$ cat src/hdl/ccr_pkg.sv
package ccr_pkg;

  // ---------------------------------------------------------------
  // sizes
  // ---------------------------------------------------------------
  localparam int ADDR_W  = 8;
  localparam int DATA_W  = 32;
  localparam int REG_W   = 16;
  localparam int CHAN_N  = 16;
  localparam int CHAN_W  = 4;
  localparam int SEL_W   = 5;
  localparam int SETUP_W = 3;
  localparam int SETUP_N = 8;
  localparam int IDX_W   = 6;

  // ---------------------------------------------------------------
  // register indices (byte address is four times the index)
  // ---------------------------------------------------------------
  localparam logic [IDX_W-1:0] IDX_IDENTITY  = 6'h07;
  localparam logic [IDX_W-1:0] IDX_SEQ_STAT  = 6'h0f;
  localparam logic [IDX_W-1:0] IDX_CHAN_BASE = 6'h10;
  localparam logic [IDX_W-1:0] IDX_CHAN_LAST = 6'h1f;

  // ---------------------------------------------------------------
  // reset values and field layout of a channel register
  // ---------------------------------------------------------------
  localparam logic [REG_W-1:0] CHAN0_RESET = 16'h8001;
  localparam logic [REG_W-1:0] CHANX_RESET = 16'h0001;
  localparam logic [REG_W-1:0] RSVD_MASK   = 16'h0c00;
  localparam int ENABLE_BIT = 15;
  localparam int SETUP_LO   = 12;
  localparam int POS_LO     = 5;
  localparam int NEG_LO     = 0;

  // sequencer status register fields
  localparam int STAT_CHAN_LO = 0;
  localparam int STAT_RUN_BIT = 4;
  localparam int STAT_MASK_LO = 8;

  // ---------------------------------------------------------------
  // input select codes
  // ---------------------------------------------------------------
  localparam logic [SEL_W-1:0] SEL_AIN_LAST = 5'h10;
  localparam logic [SEL_W-1:0] SEL_TEMP_POS = 5'h11;
  localparam logic [SEL_W-1:0] SEL_TEMP_NEG = 5'h12;
  localparam logic [SEL_W-1:0] SEL_REF_POS  = 5'h15;
  localparam logic [SEL_W-1:0] SEL_REF_NEG  = 5'h16;

  typedef enum logic [2:0] {
    CCR_SRC_AIN      = 3'b000,
    CCR_SRC_TEMP_POS = 3'b001,
    CCR_SRC_TEMP_NEG = 3'b010,
    CCR_SRC_REF_POS  = 3'b011,
    CCR_SRC_REF_NEG  = 3'b100,
    CCR_SRC_NONE     = 3'b101
  } ccr_src_t;

  typedef enum logic [1:0] {
    CCR_SEQ_IDLE    = 2'b00,
    CCR_SEQ_FETCH   = 2'b01,
    CCR_SEQ_CAPTURE = 2'b10,
    CCR_SEQ_RUN     = 2'b11
  } ccr_seq_state_t;

  // ---------------------------------------------------------------
  // functions
  // ---------------------------------------------------------------
  // classify an input select code
  function automatic ccr_src_t srcKind(input logic [SEL_W-1:0] code);
    ccr_src_t k;
    k = CCR_SRC_NONE;
    if (code <= SEL_AIN_LAST) begin
      k = CCR_SRC_AIN;
    end else begin
      case (code)
        SEL_TEMP_POS: k = CCR_SRC_TEMP_POS;
        SEL_TEMP_NEG: k = CCR_SRC_TEMP_NEG;
        SEL_REF_POS:  k = CCR_SRC_REF_POS;
        SEL_REF_NEG:  k = CCR_SRC_REF_NEG;
        default:      k = CCR_SRC_NONE;
      endcase
    end
    return k;
  endfunction

  // next enabled channel above cur, wrapping; bit 4 says one was found
  function automatic logic [CHAN_W:0] nextEnabled(input logic [CHAN_N-1:0] en,
                                                  input logic [CHAN_W-1:0] cur);
    logic [CHAN_W:0]   res;
    logic [CHAN_W-1:0] cand;
    res = '0;
    for (int i = CHAN_N; i >= 1; i--) begin
      cand = cur + CHAN_W'(i);
      if (en[cand]) begin
        res = {1'b1, cand};
      end
    end
    return res;
  endfunction

endpackage

$ cat src/hdl/ccr_chan_mem.sv
`timescale 1ns/1ps
`default_nettype none
module ccr_chan_mem
  import ccr_pkg::*;
#(
  parameter int DEPTH = ccr_pkg::CHAN_N,
  parameter int WIDTH = ccr_pkg::REG_W
) (
  // clock and reset
  input  wire logic                          clk,
  input  wire logic                          rst_n,
  input  wire logic                          ce,
  // write port
  input  wire logic                          wrEn,
  input  wire logic [ccr_pkg::CHAN_W-1:0]    wrAddr,
  input  wire logic [WIDTH-1:0]              wrData,
  input  wire logic [WIDTH-1:0]              wrMask,
  // bus read port
  input  wire logic [ccr_pkg::CHAN_W-1:0]    rdAddrA,
  output logic      [WIDTH-1:0]              rdDataA,
  // sequencer read port
  input  wire logic [ccr_pkg::CHAN_W-1:0]    rdAddrB,
  output logic      [WIDTH-1:0]              rdDataB,
  // per channel enable and setup fields
  output logic      [DEPTH-1:0]              enables,
  output logic      [DEPTH*SETUP_W-1:0]      setups
);

  logic [WIDTH-1:0] mem [DEPTH];

  // ---------------------------------------------------------------
  // storage
  // ---------------------------------------------------------------
  always_ff @(posedge clk) begin
    if (!rst_n) begin
      mem[0] <= CHAN0_RESET;
      for (int k = 1; k < DEPTH; k++) begin
        mem[k] <= CHANX_RESET;
      end
    end else if (ce && wrEn) begin
      mem[wrAddr] <= ((mem[wrAddr] & ~wrMask) | (wrData & wrMask)) & ~RSVD_MASK;
    end
  end

  // ---------------------------------------------------------------
  // registered reads
  // ---------------------------------------------------------------
  always_ff @(posedge clk) begin
    if (!rst_n) begin
      rdDataA <= '0;
      rdDataB <= '0;
    end else if (ce) begin
      rdDataA <= mem[rdAddrA];
      rdDataB <= mem[rdAddrB];
    end
  end

  always_comb begin
    for (int k = 0; k < DEPTH; k++) begin
      enables[k]                 = mem[k][ENABLE_BIT];
      setups[k*SETUP_W +: SETUP_W] = mem[k][SETUP_LO +: SETUP_W];
    end
  end

  // ---------------------------------------------------------------
  // checks
  // ---------------------------------------------------------------
  resetValue_a: assert property (@(posedge clk) $past(!rst_n) |->
    mem[0] == CHAN0_RESET && mem[DEPTH-1] == CHANX_RESET)
    else $error("channel registers not at reset value");

  writeMerge_a: assert property (@(posedge clk) disable iff (!rst_n)
    ce && wrEn |=> mem[$past(wrAddr)] ==
      ((($past(mem[wrAddr]) & ~$past(wrMask)) | ($past(wrData) & $past(wrMask))) & ~RSVD_MASK))
    else $error("channel write not stored with reserved bits cleared");

endmodule
`default_nettype wire

$ cat src/hdl/ccr_channel_config_regs.sv
`timescale 1ns/1ps
`default_nettype none
module ccr_channel_config_regs
  import ccr_pkg::*;
#(
  // identification value is arbitrary
  parameter logic [ccr_pkg::REG_W-1:0] IDENT_CODE = 16'h5a50
) (
  // clock and reset
  input  wire logic                         clk,
  input  wire logic                         rst_n,
  input  wire logic                         ce,
  // apb slave
  input  wire logic                         psel,
  input  wire logic                         penable,
  input  wire logic                         pwrite,
  input  wire logic [ccr_pkg::ADDR_W-1:0]   paddr,
  input  wire logic [ccr_pkg::DATA_W-1:0]   pwdata,
  input  wire logic [3:0]                   pstrb,
  output logic      [ccr_pkg::DATA_W-1:0]   prdata,
  output logic                              pready,
  output logic                              pslverr,
  // converter handshake
  input  wire logic                         convDone,
  // active channel routing
  output logic                              seqValid,
  output logic      [ccr_pkg::CHAN_W-1:0]   activeChannel,
  output logic      [ccr_pkg::SETUP_W-1:0]  activeSetup,
  output logic      [ccr_pkg::SEL_W-1:0]    posSelect,
  output logic      [ccr_pkg::SEL_W-1:0]    negSelect,
  output var ccr_pkg::ccr_src_t             posKind,
  output var ccr_pkg::ccr_src_t             negKind,
  // setups in use by enabled channels
  output logic      [ccr_pkg::SETUP_N-1:0]  setupsInUse
);

  // ---------------------------------------------------------------
  // address decode
  // ---------------------------------------------------------------
  logic [IDX_W-1:0]  regIdx;
  logic              aligned;
  logic              hitIdentity;
  logic              hitStatus;
  logic              hitChan;
  logic              mapped;
  logic              accessDone;

  assign regIdx      = paddr[ADDR_W-1:2];
  assign aligned     = (paddr[1:0] == 2'b00);
  assign hitIdentity = aligned && (regIdx == IDX_IDENTITY);
  assign hitStatus   = aligned && (regIdx == IDX_SEQ_STAT);
  assign hitChan     = aligned && (regIdx >= IDX_CHAN_BASE) && (regIdx <= IDX_CHAN_LAST);
  assign mapped      = hitIdentity || hitStatus || hitChan;
  assign accessDone  = psel && penable && pready;

  // ---------------------------------------------------------------
  // channel storage
  // ---------------------------------------------------------------
  logic                   chanWrEn;
  logic [REG_W-1:0]       chanWrMask;
  logic [REG_W-1:0]       busRdData;
  logic [CHAN_W-1:0]      seqRdAddr;
  logic [REG_W-1:0]       seqRdData;
  logic [CHAN_N-1:0]      chanEnables;
  logic [CHAN_N*SETUP_W-1:0] chanSetups;

  // status and identity writes are dropped without error
  assign chanWrEn   = accessDone && pwrite && hitChan;
  assign chanWrMask = {{8{pstrb[1]}}, {8{pstrb[0]}}};

  ccr_chan_mem #(
    .DEPTH (CHAN_N),
    .WIDTH (REG_W)
  ) u_mem (
    .clk     (clk),
    .rst_n   (rst_n),
    .ce      (ce),
    .wrEn    (chanWrEn),
    .wrAddr  (regIdx[CHAN_W-1:0]),
    .wrData  (pwdata[REG_W-1:0]),
    .wrMask  (chanWrMask),
    .rdAddrA (regIdx[CHAN_W-1:0]),
    .rdDataA (busRdData),
    .rdAddrB (seqRdAddr),
    .rdDataB (seqRdData),
    .enables (chanEnables),
    .setups  (chanSetups)
  );

  // ---------------------------------------------------------------
  // channel sequencer
  // ---------------------------------------------------------------
  ccr_seq u_seq (
    .clk           (clk),
    .rst_n         (rst_n),
    .ce            (ce),
    .enables       (chanEnables),
    .convDone      (convDone),
    .rdAddr        (seqRdAddr),
    .rdData        (seqRdData),
    .seqValid      (seqValid),
    .activeChannel (activeChannel),
    .activeSetup   (activeSetup),
    .posSelect     (posSelect),
    .negSelect     (negSelect),
    .posKind       (posKind),
    .negKind       (negKind)
  );

  // ---------------------------------------------------------------
  // setup usage
  // ---------------------------------------------------------------
  logic [SETUP_N-1:0] next_setupsInUse;

  always_comb begin
    next_setupsInUse = '0;
    for (int k = 0; k < CHAN_N; k++) begin
      if (chanEnables[k]) begin
        next_setupsInUse[chanSetups[k*SETUP_W +: SETUP_W]] = 1'b1;
      end
    end
  end

  always_ff @(posedge clk) begin
    if (!rst_n) begin
      setupsInUse <= '0;
    end else if (ce) begin
      setupsInUse <= next_setupsInUse;
    end
  end

  // ---------------------------------------------------------------
  // apb answer
  // ---------------------------------------------------------------
  logic [DATA_W-1:0] next_prdata;
  logic [REG_W-1:0]  statusWord;

  assign statusWord = {setupsInUse, 3'h0, seqValid, activeChannel};

  always_comb begin
    next_prdata = '0;
    if (hitIdentity) begin
      next_prdata[REG_W-1:0] = IDENT_CODE;
    end else if (hitStatus) begin
      next_prdata[REG_W-1:0] = statusWord;
    end else if (hitChan) begin
      next_prdata[REG_W-1:0] = busRdData & ~RSVD_MASK;
    end
  end

  // one wait state: pready rises in the second access cycle
  always_ff @(posedge clk) begin
    if (!rst_n) begin
      pready <= 1'b0;
    end else if (ce) begin
      pready <= psel && penable && !pready;
    end
  end

  always_ff @(posedge clk) begin
    if (!rst_n) begin
      prdata  <= '0;
      pslverr <= 1'b0;
    end else if (ce) begin
      if (psel && penable && !pready) begin
        prdata  <= pwrite ? '0 : next_prdata;
        pslverr <= !mapped;
      end else begin
        prdata  <= '0;
        pslverr <= 1'b0;
      end
    end
  end

  // ---------------------------------------------------------------
  // checks
  // ---------------------------------------------------------------
  identityRead_a: assert property (@(posedge clk) disable iff (!rst_n)
    accessDone && !pwrite && hitIdentity |-> prdata == {16'h0000, IDENT_CODE})
    else $error("identity read returned wrong code");

  reservedRead_a: assert property (@(posedge clk) disable iff (!rst_n)
    accessDone && !pwrite && hitChan |-> prdata[11:10] == 2'b00 && prdata[31:16] == '0)
    else $error("reserved channel bits read nonzero");

  chanZeroReset_a: assert property (@(posedge clk)
    !rst_n ##1 rst_n && ce && psel && !penable && !pwrite && regIdx == IDX_CHAN_BASE
      && aligned |=> ##1 prdata == {16'h0000, CHAN0_RESET})
    else $error("channel zero not at reset value");

  waitState_a: assert property (@(posedge clk) disable iff (!rst_n || !ce)
    psel && penable && !pready |=> pready ##1 !pready)
    else $error("apb answer not after one wait state");

  unmappedErr_a: assert property (@(posedge clk) disable iff (!rst_n || !ce)
    psel && penable && !pready && !mapped |=> pready && pslverr)
    else $error("unmapped access not flagged");

  setupUse_a: assert property (@(posedge clk) disable iff (!rst_n || !ce)
    chanEnables[0] |=> setupsInUse[$past(chanSetups[SETUP_W-1:0])])
    else $error("enabled setup missing from usage mask");

endmodule
`default_nettype wire

$ cat src/hdl/ccr_seq.sv
`timescale 1ns/1ps
`default_nettype none
module ccr_seq
  import ccr_pkg::*;
(
  // clock and reset
  input  wire logic                       clk,
  input  wire logic                       rst_n,
  input  wire logic                       ce,
  // channel state
  input  wire logic [ccr_pkg::CHAN_N-1:0] enables,
  input  wire logic                       convDone,
  output logic      [ccr_pkg::CHAN_W-1:0] rdAddr,
  input  wire logic [ccr_pkg::REG_W-1:0]  rdData,
  // active channel
  output logic                            seqValid,
  output logic      [ccr_pkg::CHAN_W-1:0] activeChannel,
  output logic      [ccr_pkg::SETUP_W-1:0] activeSetup,
  output logic      [ccr_pkg::SEL_W-1:0]  posSelect,
  output logic      [ccr_pkg::SEL_W-1:0]  negSelect,
  output var ccr_pkg::ccr_src_t           posKind,
  output var ccr_pkg::ccr_src_t           negKind
);

  ccr_seq_state_t  state;
  logic [CHAN_W:0] nextChan;
  logic            anyEnabled;

  assign anyEnabled = |enables;
  assign nextChan   = nextEnabled(enables, rdAddr);

  // ---------------------------------------------------------------
  // channel stepping
  // ---------------------------------------------------------------
  always_ff @(posedge clk) begin
    if (!rst_n) begin
      state  <= CCR_SEQ_IDLE;
      rdAddr <= '0;
    end else if (ce) begin
      case (state)
        CCR_SEQ_IDLE: begin
          if (anyEnabled) begin
            rdAddr <= nextChan[CHAN_W-1:0];
            state  <= CCR_SEQ_FETCH;
          end
        end
        CCR_SEQ_FETCH:   state <= CCR_SEQ_CAPTURE;
        CCR_SEQ_CAPTURE: state <= CCR_SEQ_RUN;
        CCR_SEQ_RUN: begin
          if (!anyEnabled) begin
            state <= CCR_SEQ_IDLE;
          end else if (convDone) begin
            rdAddr <= nextChan[CHAN_W-1:0];
            state  <= CCR_SEQ_FETCH;
          end
        end
        default: state <= CCR_SEQ_IDLE;
      endcase
    end
  end

  // ---------------------------------------------------------------
  // routing outputs
  // ---------------------------------------------------------------
  always_ff @(posedge clk) begin
    if (!rst_n) begin
      seqValid      <= 1'b0;
      activeChannel <= '0;
      activeSetup   <= '0;
      posSelect     <= '0;
      negSelect     <= '0;
      posKind       <= CCR_SRC_NONE;
      negKind       <= CCR_SRC_NONE;
    end else if (ce) begin
      if (state == CCR_SEQ_CAPTURE) begin
        seqValid      <= 1'b1;
        activeChannel <= rdAddr;
        activeSetup   <= rdData[SETUP_LO +: SETUP_W];
        posSelect     <= rdData[POS_LO +: SEL_W];
        negSelect     <= rdData[NEG_LO +: SEL_W];
        posKind       <= srcKind(rdData[POS_LO +: SEL_W]);
        negKind       <= srcKind(rdData[NEG_LO +: SEL_W]);
      end else if (state != CCR_SEQ_RUN || !anyEnabled || convDone) begin
        seqValid <= 1'b0;
      end
    end
  end

  // ---------------------------------------------------------------
  // checks
  // ---------------------------------------------------------------
  autoStep_a: assert property (@(posedge clk) disable iff (!rst_n || !ce)
    state == CCR_SEQ_RUN && convDone && anyEnabled |-> ##3 seqValid)
    else $error("sequencer did not step to the next channel");

  ascendOrder_a: assert property (@(posedge clk) disable iff (!rst_n || !ce)
    state == CCR_SEQ_RUN && convDone && anyEnabled
      |=> rdAddr == $past(nextChan[CHAN_W-1:0]))
    else $error("sequencer did not take the next channel upward");

  enabledOnly_a: assert property (@(posedge clk) disable iff (!rst_n || !ce)
    $rose(seqValid) |-> $past(enables[rdAddr], 2))
    else $error("disabled channel made active");

  setupRoute_a: assert property (@(posedge clk) disable iff (!rst_n || !ce)
    $rose(seqValid) |-> activeSetup == $past(rdData[SETUP_LO +: SETUP_W]))
    else $error("setup select not applied");

  inputRoute_a: assert property (@(posedge clk) disable iff (!rst_n || !ce)
    $rose(seqValid) |-> posSelect == $past(rdData[POS_LO +: SEL_W])
                     && negSelect == $past(rdData[NEG_LO +: SEL_W]))
    else $error("input select not applied");

  srcDecode_a: assert property (@(posedge clk) disable iff (!rst_n)
    seqValid |-> posKind == srcKind(posSelect) && negKind == srcKind(negSelect))
    else $error("input kind does not match select code");

endmodule
`default_nettype wire

$ cat config.mk
export PLATFORM = sky130hd
export DESIGN_NAME = ccr_channel_config_regs
export DESIGN_NICKNAME = d
export VERILOG_FILES = /design/src/hdl/ccr_pkg.sv /design/src/hdl/ccr_chan_mem.sv /design/src/hdl/ccr_channel_config_regs.sv /design/src/hdl/ccr_seq.sv
export SDC_FILE = /design/constraint.sdc
export NUM_CORES = 1
export LEC_CHECK = 0
export ABC_AREA = 1
export BUFFER_PORTS_ARGS = -buffer_cell sky130_fd_sc_hd__buf_2
export CAP_MARGIN = 40
export CELL_PAD_IN_SITES_DETAIL_PLACEMENT = 2
export CELL_PAD_IN_SITES_GLOBAL_PLACEMENT = 2
export CORE_AREA = 2 2 223 225
export DETAILED_ROUTE_END_ITERATION = 7
export DIE_AREA = 0 0 225 227
export GPL_TIMING_DRIVEN = 0
export PLACE_DENSITY = 0.85
export SYNTH_ARGS = -nofsm -noshare
export SYNTH_HDL_FRONTEND = slang
export SYNTH_SLANG_ARGS = --single-unit
export TNS_END_PERCENT = 30
$ cat constraint.sdc
create_clock -name clk -period 3.7 [get_ports clk]
set_input_delay 0.185 -clock clk [delete_from_list [all_inputs] [get_ports clk]]
set_output_delay 0.185 -clock clk [all_outputs]
set_load 0.05 [all_outputs]
==> flow_summary.yaml <==
worst_setup_path:
  crit_type: "register to register"
  reg2reg_depth: 9
  critPathLaunchType: "register"
  r2r_end: "u_mem.mem[0][3]"
  r2r_start: "pready"
  critPathMaxFanout: 14
  cp_data_arrival_time_ns: 3.75
  cp-end-kind: "register"
  rrSetupSlack_ns: 0.18
  crit_required_ns: 3.93
global_routing:
  grt_usage: 0.384
  grt_pass1_wl_mm: 141
  first_global_vias: 20600
  busiest_layer: "met2"
  antenna_found_initial: 0
  grt_overflow: 0
  met2_usage: 0.628
  use_met3: 0.0805
  use_met1: 0.457
  grt_max_degree: 20
die:
  start_util: 0.367
  die-height_microns: 227
  io_pins: 117
  die_w_microns: 225
  rows: 81
  core_sq_um: 48500
  dieArea_sq_um: 51100
sta:
  clock_skew_ns: 0.0392
  setup_viol: 0
  max_freq_mhz: 284
  final_hold_viol_count: 2
  slew_viol_final: 0
  grt_setup_unrepaired: "no"
  whs_ns: -0.00143
  slew_headroom: 0.310
  fin_crit_ns: 3.52
  worst_pin_slew_ns: 1.04
  min_period_over_period: 0.950
cts:
  clockBufferDepth: 3
  cts_max_level: 2
  tritoncts: "yes"
  clkTransAtPathRegs_ns: 0.06
  cts_setup_buffers: 0
  insertion_delay_ns: 0.60
  root_buffer: "clkbuf_16"
  clock_sinks: 307
  cts_buffers: 37
drt:
  routed_via_density: 6.34
  drc: 0
  dr.first_iter.drc_count: 2058
  routed_wl_mm: 98.7
  vias: 19200
  ant_nets: 0
  drt-pass1-iter-count: 6
  avgRoutedWirePerCell_microns: 32.6
logic_synthesis:
  yosysSeqAreaShare: 0.471
  netlist_area_sq_um: 17800
  yosysUniqueCellTypes: 58
  yosysWarningCount: 0
  synthArstFlopShare: 0
  synth_top_area_cell: "edfxtp_1"
  synth-seq-cells: 307
  syn_inst: 2230
  synth_top_flop_cell: "edfxtp_1"
  synth_top_area_share: 0.378
  synth.avg_cell_area_sq_um: 7.98
  synth_area_leaders: "edfxtp_1 (38%), dfxtp_1 (9.3%), nor2_1 (8.8%)"
  synth-edff-count: 224
placement:
  gp_routability_congestion: 1.02
  placedInstanceArea_sq_um: 19200
  dp_hpwl_mm: 73.3
  placed_cells: 2964
  io_buffers: 78
min_path:
  hp-start: "pwdata[0]"
  hold_class: "input pin to register"
  hold-path-cell-count: 3
  hold_path_end: "u_mem.mem[10][0]"
finish:
  drive_gt1_frac: 0.127
  fillers: 5574
  syn2layout_area_growth_pct: 15.0
  utilization: 0.421
  fin_cells: 3031
  final_area_sq_um: 20500
  final_nets: 2443
  diodes: 0
pwr:
  power_density_nw_per_um2: 742
  ir_drop_uv: 401
  p_leak_nw: 7.86
job:
  drv_cap: 0
status:
  status: "complete, but fails checks"
  violations: "negative hold slack"
-- how the worst max path moves through the flow --
stage / startpoint / to / cells after the start
2_1_floorplan: u_seq.rdAddr[1] / u_seq.rdAddr[0] / 20
6_report: pready / u_mem.mem[0][3] / 9
5_1_grt: pready / u_mem.mem[0][3] / 9
3_3_place_gp: u_seq.rdAddr[1] / u_seq.rdAddr[1] / 20
4_1_cts: u_seq.rdAddr[1] / u_seq.rdAddr[1] / 19
3_5_place_dp: u_seq.rdAddr[1] / u_seq.rdAddr[1] / 20
-- cell families (layout without fill, tap and decap cells) --
group / count (synthesis) / after routing / share of synthesized area
and+or+nand+nor: 1032 / 1032 / 0.243
AOI/OAI and AO/OA: 553 / 553 / 0.192
buffers and inverters: 321 / 485 / 0.0797
DFF: 307 / 307 / 0.471
adders and majority gates: 10 / 10 / 0.00703
xor gates and xnor gates: 4 / 4 / 0.00387
muxes: 2 / 2 / 0.00253
other: 1 / 16 / 0.000211
-- repair_timing --
| action | 4_1_cts | 5_1_grt |
|---|---|---|
| hold endpoints to repair | 5 | 0 |
| hold buffers | 2 | 0 |
| gates resized for setup | 2 | 2 |
| setup endpoints to repair | 4 | 4 |
-- layer usage --
layer	vias to the layer above	wire [microns]
met5	-	0
met4	0	7920
met3	381	8170
met2	1114	44900
met1	9664	37700
li1	8045	-
-- critical path: stages, from the launching register on --
cell and delay [ns]:
dfxtp_1 0.37, nand3_1 0.09, nor3_1 0.16, nand2_1 0.37, nor3_1 0.30, inv_1 0.17, nor2_1 0.48, inv_1 0.18
clkbuf_1 0.36, nand2_1 0.68
-- power breakdown --
part / switching, mW / total [mW] / internal (mW) / leakage (nW)
combinational: 5.49 / 7.43 / 1.94 / 4.34
clock: 1.64 / 3.72 / 2.08 / 0.577
sequential: 0.189 / 4.03 / 3.84 / 2.95
total: 7.32 / 15.2 / 7.86 / 7.86
-- cell usage in the layout (no fill, tap or decap), types with 6 or more instances in the layout --
| cell | netlist | final |
|---|---|---|
| o21ai_0 | 174 | 174 |
| buf_2 | 21 | 103 |
| nor4_1 | 23 | 22 |
| clkbuf_16 | 0 | 38 |
| conb_1 | 1 | 16 |
| a31oi_1 | 52 | 52 |
| ha_1 | 10 | 10 |
| a22oi_1 | 57 | 57 |
| nand4_1 | 8 | 8 |
| o21ai_1 | 8 | 8 |
| nor2_2 | 6 | 6 |
| a221oi_1 | 8 | 8 |
| clkinv_1 | 3 | 9 |
| nand2_2 | 27 | 27 |
| nand2_4 | 6 | 6 |
| nor3_1 | 17 | 17 |
| clkinv_2 | 1 | 7 |
| nand2_1 | 383 | 383 |
| buf_1 | 5 | 6 |
| edfxtp_1 | 224 | 224 |
| buf_6 | 5 | 10 |
| o21ai_2 | 14 | 14 |
| a41oi_1 | 16 | 16 |
| clkbuf_1 | 87 | 90 |
| buf_4 | 34 | 35 |
| o221ai_1 | 18 | 18 |
| dfxtp_1 | 83 | 83 |
| nor2_1 | 417 | 417 |
| inv_2 | 19 | 18 |
| nand3_1 | 135 | 135 |
| buf_8 | 1 | 7 |
| inv_1 | 143 | 143 |
| a21oi_1 | 101 | 101 |
| a22o_1 | 8 | 8 |
| o22ai_1 | 68 | 68 |
-- synth_stat cells, types with 21 or more instances --
| library cell | instances |
|---|---|
| a21oi_1 | 101 |
| a22oi_1 | 57 |
| a31oi_1 | 52 |
| buf_2 | 21 |
| buf_4 | 34 |
| clkbuf_1 | 87 |
| dfxtp_1 | 83 |
| edfxtp_1 | 224 |
| inv_1 | 143 |
| nand2_1 | 383 |
| nand2_2 | 27 |
| nand3_1 | 135 |
| nor2_1 | 417 |
| nor4_1 | 23 |
| o21ai_0 | 174 |
| o22ai_1 | 68 |
-- state kept, by name, indices dropped and copies added (netlist names), 4 cells and up --
signal               flops
u_mem.mem              224
prdata                  16
u_mem.rdDataA           14
u_mem.rdDataB           13
setupsInUse              8
u_seq.negSelect          5
u_seq.posSelect          5
u_seq.activeChannel      4
u_seq.rdAddr             4
-- metrics by stage --
step                      hold slack, ns  TNS [ns]  setup slack [ns]  total power, mW
after floorplan                    0.393         0             0.679             8.52
after global placement             0.452    -11.33             -1.42             10.8
after detailed placement           0.462    -17.96            -0.871             11.2
after CTS                        0.00645         0            0.0108             14.9
after global routing             0.00379         0            0.0773             15.8
final                           -0.00143         0             0.184             15.2
-- area by class of cell --
cell class | count | area, sq um | share of cell area
buffer | 149 | 764 | 0.0374
sequential | 307 | 8390 | 0.410
clock inverter | 18 | 165 | 0.00807
timing repair buffer | 102 | 654 | 0.0320
clock buffer | 48 | 1010 | 0.0494
multi-input combinational | 1617 | 8050 | 0.394
tap | 622 | 778 | 0.0380
inverter | 168 | 647 | 0.0316
(Power assumes the default switching activity.)
